`src/tshp_pkg.sv`:
```
// Constants, field layouts and carrier types for the terminal subsystem handshake port.
// Assumes a single 100 MHz clock with a synchronous active-low reset and APB register access.

package tshp_pkg;

  // ==========================================================================
  // Timing
  localparam int CLK_MHZ        = 100;
  localparam int CLK_PERIOD_NS  = 10;
  localparam int MCLK_MHZ       = 6;
  localparam int PULSE_LONG_NS  = 500;
  localparam int PULSE_LONG_CYC = (PULSE_LONG_NS + CLK_PERIOD_NS - 1) / CLK_PERIOD_NS;
  localparam int MCLK_CYC       = (CLK_MHZ + MCLK_MHZ - 1) / MCLK_MHZ;
  localparam logic [7:0] ACK_LIMIT_RESET = 8'h10;

  // ==========================================================================
  // Register offsets (byte addresses)
  localparam logic [7:0] REG_CTRL    = 8'h00;
  localparam logic [7:0] REG_CMD     = 8'h04;
  localparam logic [7:0] REG_TXDATA  = 8'h08;
  localparam logic [7:0] REG_RXDATA  = 8'h0c;
  localparam logic [7:0] REG_STATUS  = 8'h10;
  localparam logic [7:0] REG_TIMEOUT = 8'h14;

  // CTRL fields
  localparam int CTRL_BC_MODE   = 0;
  localparam int CTRL_START     = 1;
  localparam int CTRL_NEW_CMD   = 2;
  localparam int CTRL_GOOD_BLK  = 3;
  localparam int CTRL_RESET_CMD = 4;
  localparam int CTRL_SYNC      = 5;
  localparam int CTRL_CMD_ACT   = 6;
  localparam int CTRL_VEC_EN    = 7;
  localparam int CTRL_SUPPLY    = 8;

  // CMD fields
  localparam int CMD_SA_LSB  = 0;
  localparam int CMD_WC_LSB  = 8;
  localparam int CMD_IDX_LSB = 16;

  // STATUS fields
  localparam int ST_XFER_BUSY = 0;
  localparam int ST_MSG_ERR   = 1;
  localparam int ST_SUBSYS    = 2;
  localparam int ST_TIMEOUT   = 3;
  localparam int ST_BUSY_IN   = 4;
  localparam int ST_SERV_REQ  = 5;
  localparam int ST_RX_VALID  = 6;

  // ==========================================================================
  // Types
  typedef struct packed {
    logic [4:0] subaddressLabel;
    logic [4:0] requestedWordCount;
    logic [4:0] currentWordIndex;
  } tshp_cmd_t;

  typedef struct packed {
    logic [7:0] paddr;
    logic       psel;
    logic       penable;
    logic       pwrite;
    logic [31:0] pwdata;
  } tshp_apb_req_t;

  typedef struct packed {
    logic [31:0] prdata;
    logic        pready;
    logic        pslverr;
  } tshp_apb_rsp_t;

  typedef enum logic [2:0] {
    XF_IDLE,
    XF_REQ,
    XF_HI_SET,
    XF_HI_STB,
    XF_LO_SET,
    XF_LO_STB,
    XF_END
  } tshp_xfer_e;

endpackage

```
`src/tshp_port.sv`:
```
// Subsystem-side handshake port: word transfers over an 8-bit highway, command
// reporting, mode-code event pulses and status bits, programmed over APB.
// Assumes all pin inputs are synchronous to clk; the highway wire is resolved outside.
`timescale 1ns/100ps
`default_nettype none

module tshp_port
  import tshp_pkg::*;
#(
  parameter int ACK_W = 8
) (
  input  wire logic             clk,
  input  wire logic             rstn,
  input  wire tshp_pkg::tshp_apb_req_t apbReq,
  output tshp_pkg::tshp_apb_rsp_t      apbRsp,
  input  wire logic             transferAckN,
  input  wire logic             messageErrorRequest,
  input  wire logic             subsystemFaultN,
  input  wire logic             subsystemBusyN,
  input  wire logic             asyncTransferRequestN,
  input  wire logic [7:0]       internalByteBusIn,
  output logic [7:0]            internalByteBusOut,
  output logic                  internalByteBusOe,
  output logic                  transferRequestN,
  output logic                  byteStrobeN,
  output logic                  byteSelect,
  output logic                  directionSupply,
  output logic                  commandActiveN,
  output tshp_pkg::tshp_cmd_t   commandInfo,
  output logic                  syncModeN,
  output logic                  vectorOrModeDataEnableN,
  output logic                  goodBlockPulseN,
  output logic                  newCommandPulseN,
  output logic                  resetPulseN,
  output logic                  handshakeTimeoutN
);

  import tshp_pkg::*;

  // ==========================================================================
  // State
  typedef struct packed {
    tshp_xfer_e    xfer;
    logic [7:0]    tickAcc;
    logic          tick;
    logic [ACK_W-1:0] waitCnt;
    logic [ACK_W-1:0] ackLimit;
    logic          pendStart;
    logic          bcMode;
    logic          supply;
    logic          cmdActiveN;
    logic          syncModeN;
    logic          vecEnN;
    tshp_cmd_t     cmd;
    logic [15:0]   txWord;
    logic [15:0]   rxWord;
    logic          rxValid;
    logic          msgError;
    logic          subsysFlag;
    logic          timeoutFlag;
    logic          msgReqPrev;
    logic          reqN;
    logic          strobeN;
    logic          byteSel;
    logic [7:0]    busOut;
    logic          busOe;
    logic          fireNewCmd;
    logic          fireGood;
    logic          fireReset;
    logic          fireFail;
    tshp_apb_rsp_t rsp;
  } tshp_state_t;

  tshp_state_t state_q;
  tshp_state_t state_d;

  logic        setupPhase;
  logic        wrAccess;
  logic        mapped;
  logic [31:0] readWord;
  logic [31:0] wd;

  assign setupPhase = apbReq.psel && !apbReq.penable;
  assign wrAccess   = apbReq.psel && apbReq.penable && state_q.rsp.pready && apbReq.pwrite
                      && !state_q.rsp.pslverr;
  assign wd         = apbReq.pwdata;

  // ==========================================================================
  // Register read mux
  always_comb
  begin
    readWord = '0;
    mapped   = 1'b1;
    unique case (apbReq.paddr)
      REG_CTRL:
      begin
        readWord[CTRL_BC_MODE] = state_q.bcMode;
        readWord[CTRL_SYNC]    = !state_q.syncModeN;
        readWord[CTRL_CMD_ACT] = !state_q.cmdActiveN;
        readWord[CTRL_VEC_EN]  = !state_q.vecEnN;
        readWord[CTRL_SUPPLY]  = state_q.supply;
      end
      REG_CMD:
      begin
        readWord[CMD_SA_LSB +: 5]  = state_q.cmd.subaddressLabel;
        readWord[CMD_WC_LSB +: 5]  = state_q.cmd.requestedWordCount;
        readWord[CMD_IDX_LSB +: 5] = state_q.cmd.currentWordIndex;
      end
      REG_TXDATA:  readWord[15:0] = state_q.txWord;
      REG_RXDATA:  readWord[15:0] = state_q.rxWord;
      REG_STATUS:
      begin
        readWord[ST_XFER_BUSY] = (state_q.xfer != XF_IDLE) || state_q.pendStart;
        readWord[ST_MSG_ERR]   = state_q.msgError;
        readWord[ST_SUBSYS]    = state_q.subsysFlag;
        readWord[ST_TIMEOUT]   = state_q.timeoutFlag;
        readWord[ST_BUSY_IN]   = !subsystemBusyN;
        readWord[ST_SERV_REQ]  = !asyncTransferRequestN;
        readWord[ST_RX_VALID]  = state_q.rxValid;
      end
      REG_TIMEOUT: readWord[ACK_W-1:0] = state_q.ackLimit;
      default:     mapped = 1'b0;
    endcase
  end

  // ==========================================================================
  // Next state
  always_comb
  begin
    state_d            = state_q;
    state_d.fireNewCmd = 1'b0;
    state_d.fireGood   = 1'b0;
    state_d.fireReset  = 1'b0;
    state_d.fireFail   = 1'b0;

    // Fractional divider: 6 MHz tick on average from the 100 MHz clock
    if (state_q.tickAcc + 8'(MCLK_MHZ) >= 8'(CLK_MHZ))
    begin
      state_d.tickAcc = state_q.tickAcc + 8'(MCLK_MHZ) - 8'(CLK_MHZ);
      state_d.tick    = 1'b1;
    end
    else
    begin
      state_d.tickAcc = state_q.tickAcc + 8'(MCLK_MHZ);
      state_d.tick    = 1'b0;
    end

    // APB answer one cycle after setup
    state_d.rsp.pready  = setupPhase;
    state_d.rsp.pslverr = setupPhase && !mapped;
    state_d.rsp.prdata  = setupPhase && !apbReq.pwrite ? readWord : '0;

    // Status events; hardware set wins over a software clear in the same cycle
    state_d.msgReqPrev = messageErrorRequest;
    if (wrAccess && apbReq.paddr == REG_STATUS)
    begin
      if (wd[ST_MSG_ERR])
        state_d.msgError = 1'b0;
      if (wd[ST_SUBSYS])
        state_d.subsysFlag = 1'b0;
      if (wd[ST_TIMEOUT])
        state_d.timeoutFlag = 1'b0;
      if (wd[ST_RX_VALID])
        state_d.rxValid = 1'b0;
    end
    if (messageErrorRequest && !state_q.msgReqPrev)
      state_d.msgError = 1'b1;
    if (!subsystemFaultN)
      state_d.subsysFlag = 1'b1;

    // Register writes
    if (wrAccess)
    begin
      unique case (apbReq.paddr)
        REG_CTRL:
        begin
          state_d.bcMode     = wd[CTRL_BC_MODE];
          // Active-low pins are held inverted so each output comes straight from a flop
          state_d.syncModeN  = !wd[CTRL_SYNC];
          state_d.cmdActiveN = !wd[CTRL_CMD_ACT];
          state_d.vecEnN     = !wd[CTRL_VEC_EN];
          state_d.supply     = wd[CTRL_SUPPLY];
          state_d.fireNewCmd = wd[CTRL_NEW_CMD];
          state_d.fireGood   = wd[CTRL_GOOD_BLK];
          state_d.fireReset  = wd[CTRL_RESET_CMD];
          if (wd[CTRL_START])
            state_d.pendStart = 1'b1;
        end
        REG_CMD:
        begin
          state_d.cmd.subaddressLabel    = wd[CMD_SA_LSB +: 5];
          state_d.cmd.requestedWordCount = wd[CMD_WC_LSB +: 5];
          state_d.cmd.currentWordIndex   = wd[CMD_IDX_LSB +: 5];
        end
        REG_TXDATA:  state_d.txWord   = wd[15:0];
        REG_TIMEOUT: state_d.ackLimit = wd[ACK_W-1:0];
        default:
        begin
        end
      endcase
    end

    // Word transfer sequencer, stepped at the master clock rate
    if (state_q.tick)
    begin
      unique case (state_q.xfer)
        XF_IDLE:
        begin
          // A busy subsystem holds the start off until it can take part
          if (state_q.pendStart && subsystemBusyN)
          begin
            state_d.pendStart = 1'b0;
            state_d.reqN      = 1'b0;
            state_d.waitCnt   = '0;
            state_d.xfer      = XF_REQ;
          end
        end
        XF_REQ:
        begin
          if (!transferAckN)
          begin
            state_d.xfer    = XF_HI_SET;
            state_d.byteSel = 1'b1;
            state_d.busOut  = state_q.txWord[15:8];
            // Device drives only when the subsystem accepts and no enable grants it the bus
            state_d.busOe   = !state_q.supply && state_q.vecEnN;
          end
          else if (state_q.waitCnt + 1'b1 >= state_q.ackLimit)
          begin
            state_d.reqN        = 1'b1;
            state_d.timeoutFlag = 1'b1;
            state_d.fireFail    = 1'b1;
            state_d.xfer        = XF_IDLE;
          end
          else
          begin
            state_d.waitCnt = state_q.waitCnt + 1'b1;
          end
        end
        XF_HI_SET:
        begin
          state_d.strobeN = 1'b0;
          state_d.xfer    = XF_HI_STB;
        end
        XF_HI_STB:
        begin
          state_d.strobeN = 1'b1;
          if (state_q.supply)
            state_d.rxWord[15:8] = internalByteBusIn;
          state_d.byteSel = 1'b0;
          state_d.busOut  = state_q.txWord[7:0];
          state_d.xfer    = XF_LO_SET;
        end
        XF_LO_SET:
        begin
          state_d.strobeN = 1'b0;
          state_d.xfer    = XF_LO_STB;
        end
        XF_LO_STB:
        begin
          state_d.strobeN = 1'b1;
          if (state_q.supply)
          begin
            state_d.rxWord[7:0] = internalByteBusIn;
            state_d.rxValid     = 1'b1;
          end
          state_d.xfer = XF_END;
        end
        XF_END:
        begin
          state_d.busOe   = 1'b0;
          state_d.reqN    = 1'b1;
          state_d.byteSel = 1'b0;
          state_d.xfer    = XF_IDLE;
        end
      endcase
    end
  end

  // ==========================================================================
  // Registers
  always_ff @(posedge clk)
  begin
    if (!rstn)
    begin
      state_q             <= '0;
      state_q.xfer        <= XF_IDLE;
      state_q.ackLimit    <= ACK_W'(ACK_LIMIT_RESET);
      state_q.reqN        <= 1'b1;
      state_q.strobeN     <= 1'b1;
      state_q.cmdActiveN  <= 1'b1;
      state_q.syncModeN   <= 1'b1;
      state_q.vecEnN      <= 1'b1;
    end
    else
    begin
      state_q <= state_d;
    end
  end

  // ==========================================================================
  // Event pulses
  tshp_pulse #(.CYCLES(PULSE_LONG_CYC)) goodPulse (
    .clk    (clk),
    .rstn   (rstn),
    .fire   (state_q.fireGood),
    .pulseN (goodBlockPulseN)
  );

  tshp_pulse #(.CYCLES(PULSE_LONG_CYC)) resetPulse (
    .clk    (clk),
    .rstn   (rstn),
    .fire   (state_q.fireReset),
    .pulseN (resetPulseN)
  );

  // Short pulses last one master clock period
  tshp_pulse #(.CYCLES(MCLK_CYC)) newCmdPulse (
    .clk    (clk),
    .rstn   (rstn),
    .fire   (state_q.fireNewCmd),
    .pulseN (newCommandPulseN)
  );

  tshp_pulse #(.CYCLES(MCLK_CYC)) failPulse (
    .clk    (clk),
    .rstn   (rstn),
    .fire   (state_q.fireFail),
    .pulseN (handshakeTimeoutN)
  );

  // ==========================================================================
  // Outputs
  assign apbRsp                  = state_q.rsp;
  assign internalByteBusOut      = state_q.busOut;
  assign internalByteBusOe       = state_q.busOe;
  assign transferRequestN        = state_q.reqN;
  assign byteStrobeN             = state_q.strobeN;
  assign byteSelect              = state_q.byteSel;
  assign directionSupply         = state_q.supply;
  assign commandActiveN          = state_q.cmdActiveN;
  assign commandInfo             = state_q.cmd;
  assign syncModeN               = state_q.syncModeN;
  assign vectorOrModeDataEnableN = state_q.vecEnN;

endmodule // tshp_port

`default_nettype wire

```
`src/tshp_pulse.sv`:
```
// Fixed-length active-low pulse generator.
// Assumes fire is a one-cycle request on clk; a fire during a pulse restarts it.
`timescale 1ns/100ps
`default_nettype none

module tshp_pulse #(
  parameter int CYCLES = 50
) (
  input  wire logic clk,
  input  wire logic rstn,
  input  wire logic fire,
  output logic      pulseN
);

  localparam int CW = $clog2(CYCLES + 1);

  typedef struct packed {
    logic [CW-1:0] count;
    logic          pulseN;
  } tshp_pulse_state_t;

  tshp_pulse_state_t state_q;
  tshp_pulse_state_t state_d;

  always_comb
  begin
    state_d = state_q;
    if (fire)
    begin
      state_d.count  = CW'(CYCLES - 1);
      state_d.pulseN = 1'b0;
    end
    else if (state_q.count != '0)
    begin
      state_d.count = state_q.count - 1'b1;
    end
    else
    begin
      state_d.pulseN = 1'b1;
    end
  end

  always_ff @(posedge clk)
  begin
    if (!rstn)
    begin
      state_q.count  <= '0;
      state_q.pulseN <= 1'b1;
    end
    else
    begin
      state_q <= state_d;
    end
  end

  assign pulseN = state_q.pulseN;

endmodule // tshp_pulse

`default_nettype wire

```
`config.mk`:
```
export PLATFORM = sky130hd
export DESIGN_NAME = tshp_port
export DESIGN_NICKNAME = d
export VERILOG_FILES = /design/src/tshp_pkg.sv /design/src/tshp_port.sv /design/src/tshp_pulse.sv
export SDC_FILE = /design/constraint.sdc
export NUM_CORES = 1
export LEC_CHECK = 0
export BUFFER_PORTS_ARGS = -buffer_cell sky130_fd_sc_hd__buf_2
export CORE_UTILIZATION = 56
export CTS_CLUSTER_SIZE = 10
export DETAILED_ROUTE_END_ITERATION = 8
export PLACE_DENSITY = 0.83
export SLEW_MARGIN = 0
export SYNTH_ARGS = -nofsm -noshare
export SYNTH_HDL_FRONTEND = slang
export SYNTH_SLANG_ARGS = --single-unit
```
`constraint.sdc`:
```
create_clock -name clk -period 3.3 [get_ports clk]
set_input_delay 0.66 -clock clk [delete_from_list [all_inputs] [get_ports clk]]
set_output_delay 0.66 -clock clk [all_outputs]
set_load 0.02 [all_outputs]
```
==> flow_summary.yaml, run 1 <==
outcome:
  run_status: "complete, no violations"
placement:
  place.gp.congestion: 0.872
  place_ws_ps: 364
  port_buffers: 104
  placed_area_sq_mm: 0.00758
  hpwlAfterDp_um: 11700
cts:
  cts_tree: "yes"
  numCtsBuffers: 17
  clock_latency_ps: 430
  ctsRootBufferMaster: "clkbuf_16"
  postCtsResizedCells: 0
  cts.sinks: 150
  hold_buffers: 0
  postCtsSetupBuffers: 0
  cts_max_path_buffers: 2
  htree_num_levels: 4
  clk_pin_slew_ps: 60
sta:
  worst_slew_pin_slew_ps: 799
  period_share: 0.917
  timing.final.ws_setup_ps: 274
  hold_viol_final: 0
  fin_skew_ps: 4.79
  fin_crit_ps: 3030
  setup_viol: 0
  fmax_ghz: 0.330
  slew_headroom: 0.463
  fin_setup_tns_ps: 0
  maxSlewViolCount: 0
  grt_setup_unrepaired: "no"
floorplan:
  dieArea_sq_mm: 0.0135
  start_util: 0.576
  core_sq_mm: 0.0127
  rows: 41
  die_height_um: 116
  die_width_um: 116
  io_pins: 127
drt:
  drc: 0
  routedWlPerCell_um: 15.3
  final_antenna_net_count: 0
  top_layer_used: "met4"
  wl_met3_um: 1070
  wirelength_um: 16300
  firstDrtPassIters: 5
  num_vias: 5977
  drtIter0Drc: 482
  routed-wl-met2_um: 7420
  viasPerCell: 5.60
  wirelength_met1_um: 7320
final_layout:
  layout_common_cells: "150 x dfxtp_1, 106 x nor2_1, 104 x buf_2"
  fin_util: 0.645
  n_antenna_cell: 0
  area_delta_synth_final_pct: 12.1
  drive_above_1_share: 0.186
  fillers: 1024
  regArea_sq_mm: 0.00300
  multi_input_area_sq_mm: 0.00361
  nets: 962
  final_common_cell: "dfxtp_1"
  design_area_sq_mm: 0.00818
power_and_ir_drop:
  totalPowerFinal_w: 0.00501
  p_leak_nw: 3.48
  vdd_drop_max_v: 0.000377
  cellPowerDensity_mw_per_mm2: 613
global_routing:
  antenna_found_initial: 0
  grt_max_degree: 33
  grt_pass1_wl_um: 26200
  grt_util_all_layers: 0.253
  first_global_vias: 5424
  gr-total-overflow: 0
synthesis:
  synth_edf_count: 0
  yosys_warnings: 0
  synth_cells: 838
  syn_area_sq_mm: 0.00730
  synth_seq_cells: 150
  synth_area_leaders: "dfxtp_1 41%, mux2i_1 7.8%, buf_4 5.9%, nor2_1 5.5%, ha_1 3.4%"
  ys_types: 66
  yosysSeqAreaShare: 0.412
  synth_top_cell_area_share: 0.412
  ys.flop_type: "dfxtp_1"
  synth_top_area_cell: "dfxtp_1"
  syn_avg_cell_area_sq_um: 8.71
  synthArstFlopShare: 0
setup_path:
  cp_slowest_stage_delay_ps: 660
  worstPathMaxFanout: 7
  r2r_cells: 9
  path_delay_family: "simple AND/OR/NAND/NOR gates"
  start_kind: "flop"
  crit_type: "flop to flop"
  cp.depth: 9
  cp_cell_sequence: "nand3_1, or2_2, nor2_1, xor2_1, ha_1, nand3_1, o31ai_1, nor2_1, a221o_1"
  worstPathRequired_ps: 3610
  worstSetupEndpointType: "flop"
  crit_slowest_cell: "o31ai_1"
  path_buf_inv: 0
  worstPathArrival_ps: 3340
run:
  max_cap_violations: 0
hold_path:
  hold_path_depth: 2
  hp-class: "primary input to flop"
per-layer routing:
metal	vias up	global-route usage
met5	-	0
met4	0	0.121
met3	42	0.0514
met2	200	0.407
met1	2803	0.327
li1	2932	-
stage by stage:
stage          std cells  hold slack, ps
6_report            1068             435
4_1_cts             1068             428
3_3_place_gp        1037             441
2_1_floorplan        848             433
5_1_grt             1068             456
3_5_place_dp        1037             449
cell usage after synthesis (all sizes together), types with 6 or more instances:
library cell / n
dfxtp: 150
nor2: 106
buf: 66
nand2: 66
mux2i: 57
clkbuf: 37
a21oi: 33
nand3: 32
o21ai: 29
inv: 28
nor3: 21
ha: 20
xnor2: 17
and3: 12
nand2b: 12
nand3b: 10
xor2: 10
a211oi: 8
a311oi: 8
and2: 8
mux2: 8
nor2b: 7
o211ai: 7
nor4: 6
o22a: 6
or3: 6
or4: 6
sequential cells by signal, summed over array words and instances, names as in the netlist:
register,cells
apbRsp,23
byteSelect,1
byteStrobeN,1
commandActiveN,1
commandInfo,15
directionSupply,1
failPulse.pulseN,1
failPulse.state_q,5
goodPulse.pulseN,1
goodPulse.state_q,6
internalByteBusOe,1
internalByteBusOut,8
newCmdPulse.pulseN,1
newCmdPulse.state_q,5
resetPulse.pulseN,1
resetPulse.state_q,6
state_q,70
syncModeN,1
transferRequestN,1
vectorOrModeDataEnableN,1
worst register-to-register path: stages (launching register included):
cell	delay, ps
dfxtp_1	430
nand3_1	160
or2_2	360
nor2_1	160
xor2_1	100
ha_1	300
nand3_1	100
o31ai_1	670
nor2_1	290
a221o_1	350
cells by family after synthesis:
kind of cell / synth area share
xor gates and xnor gates: 0.0324
buffers and inverters: 0.0991
muxes: 0.0936
other: 0.000514
AOI/OAI and AO/OA: 0.122
adders and majority gates: 0.0343
DFF: 0.412
and+or+nand+nor: 0.206
worst paths after layout:
path	start	to	slack (ps)
max	state_q[118]$_SDFFE_PN0P_	state_q[120]$_SDFFE_PN0P_	270
min reg2reg	internalByteBusOe$_SDFFE_PN0P_	internalByteBusOe$_SDFFE_PN0P_	450
min	subsystemFaultN	state_q[52]$_SDFFE_PN0P_	440
max reg2reg	state_q[118]$_SDFFE_PN0P_	state_q[120]$_SDFFE_PN0P_	270
where the power goes:
| group | leakage, nW | switching (W) | internal, W | total, W |
|---|---|---|---|---|
| sequential | 1.22 | 0.000136 | 0.00196 | 0.00209 |
| clock | 0.283 | 0.000722 | 0.00122 | 0.00194 |
| combinational | 1.99 | 0.000529 | 0.000447 | 0.000976 |
| total | 3.48 | 0.00139 | 0.00363 | 0.00501 |
cell type report:
class                   count  share of cell area
inverters                  28              0.0129
repair buffers            120              0.0799
well taps                 172              0.0263
multi-input cells         567               0.441
clock inverters             8              0.0151
flip-flops and latches    150               0.367
clock buffers              23              0.0572
Power figures use the tool's default switching activity.
==> run 2, diff against run 1 <==
--- a/config.mk
+++ b/config.mk
@@ -10,6 +10,7 @@
 export CTS_CLUSTER_SIZE = 10
 export DETAILED_ROUTE_END_ITERATION = 8
 export PLACE_DENSITY = 0.83
+export RECOVER_POWER = 50
 export SLEW_MARGIN = 0
 export SYNTH_ARGS = -nofsm -noshare
 export SYNTH_HDL_FRONTEND = slang
==> run 2 against run 1 <==
Die area is the same. Cell area is 1.1% lower. Combinational power about the same. Clock skew rose by 1.1 ps. First-iteration DRC count down 6.2%. Critical path depth is the same. Power hardly changed.
==> flow_summary.yaml, run 2 (synthesis results as in run 1) <==
outcome:
  run_status: "complete, no violations"
sta:
  slew_headroom: 0.229
  fin_skew_ps: 5.86
  setup_viol: 0
  fin_crit_ps: 3020
  holdWs_ps: 442
  worst_slew_pin_slew_ps: 1160
  hold_viol_final: 0
  period_share: 0.915
  timing.final.ws_setup_ps: 281
  fin_setup_tns_ps: 0
  grt_setup_unrepaired: "no"
  maxSlewViolCount: 0
  fmax_ghz: 0.331
global_routing:
  gr-total-overflow: 0
  grt_pass1_wl_um: 26200
  antenna_found_initial: 0
  first_global_vias: 5424
  grt_max_degree: 33
  grt_util_all_layers: 0.253
placement:
  placed_area_sq_mm: 0.00758
  port_buffers: 104
  place_ws_ps: 364
  hpwlAfterDp_um: 11700
  place.gp.congestion: 0.872
cts:
  cts_tree: "yes"
  postCtsSetupBuffers: 0
  postCtsResizedCells: 0
  numCtsBuffers: 17
  ctsRootBufferMaster: "clkbuf_16"
  hold_buffers: 0
  clock_latency_ps: 420
  clk_pin_slew_ps: 60
  cts_max_path_buffers: 2
  cts.sinks: 150
  htree_num_levels: 4
final_layout:
  n_antenna_cell: 0
  largest_register_ffs: 70
  drive_above_1_share: 0.114
  nets: 962
  layout_common_cells: "150 x dfxtp_1, 106 x nor2_1, 68 x clkbuf_1"
  regMostFlops: "state_q"
  fin_util: 0.638
  design_area_sq_mm: 0.00808
  final_common_cell: "dfxtp_1"
  area_delta_synth_final_pct: 10.8
drt:
  num_vias: 5997
  routedWlPerCell_um: 15.4
  firstDrtPassIters: 5
  viasPerCell: 5.62
  final_antenna_net_count: 0
  drtIter0Drc: 452
  drc: 0
  wirelength_um: 16400
setup_path:
  worstSetupEndpointType: "flop"
  worstPathMaxFanout: 7
  worstPathRequired_ps: 3610
  worstPathArrival_ps: 3330
  crit_type: "flop to flop"
  start_kind: "flop"
power_and_ir_drop:
  netSwitchingFraction: 0.276
  internal_power_w: 0.00363
  combPwrFrac: 0.194
  p_sw_w: 0.00138
  p_leak_nw: 3.24
  p_clk_frac: 0.388
  cellPowerDensity_mw_per_mm2: 620
  seq_power_share: 0.418
  vdd_drop_max_v: 0.000370
floorplan:
  io_pins: 127
  die_width_um: 116
  die_height_um: 116
  start_util: 0.576
  rows: 41
  core_sq_mm: 0.0127
  dieArea_sq_mm: 0.0135
run:
  max_cap_violations: 0
hold_path:
  hp-class: "primary input to flop"
## run 2: cell types whose count changed in the layout (fill, tap and decap cells not counted), sizes merged
cell	before	now
clkbuf	23	87
buf	120	56
## run 2: final timing paths
kind         slack [ps]                             end                            from  cells after the start
min reg2reg         460  internalByteBusOe$_SDFFE_PN0P_  internalByteBusOe$_SDFFE_PN0P_                      2
min                 440        state_q[52]$_SDFFE_PN0P_                 subsystemFaultN                      2
max                 280       state_q[120]$_SDFFE_PN0P_       state_q[118]$_SDFFE_PN0P_                      9
max reg2reg         280       state_q[120]$_SDFFE_PN0P_       state_q[118]$_SDFFE_PN0P_                      9
## run 2: per-stage QoR
stage          cells  power [W]
2_1_floorplan    848    0.00291
6_report        1068    0.00501
4_1_cts         1068    0.00503
3_3_place_gp    1037    0.00305
5_1_grt         1068    0.00528
3_5_place_dp    1037    0.00309
## run 2: power groups by stage
stage	registers (W)	clock network, W	logic (W)
final	0.00209	0.00194	0.000973
after detailed placement	0.00213	0	0.000966
after global placement	0.00212	0	0.000928
after CTS	0.00209	0.00196	0.000981
after floorplan	0.00208	0	0.000835
after global routing	0.00212	0.00204	0.00112
## run 2: area by class of cell
cell class	instances	area, sq um
sequential	150	3000
tap	172	215
inverter	28	105
clock inverter	8	124
timing repair buffer	120	561
clock buffer	23	468
fill	1063	4590
multi-input combinational	567	3610
## run 2: worst max-delay path: stages, from the launching register on
cell and delay, ps:
dfxtp_1 430, nand3_1 160, or2_2 360, nor2_1 160, xor2_1 100, ha_1 300, nand3_1 100, o31ai_1 660
nor2_1 280, a221o_1 350
## run 2: routing by layer
metal / track usage / vias up / part of all wire
met5: 0 / - / 0
met1: 0.327 / 2820 / 0.45
met3: 0.0514 / 40 / 0.064
met4: 0.121 / 0 / 0.029
met2: 0.407 / 200 / 0.46
li1: - / 2937 / -
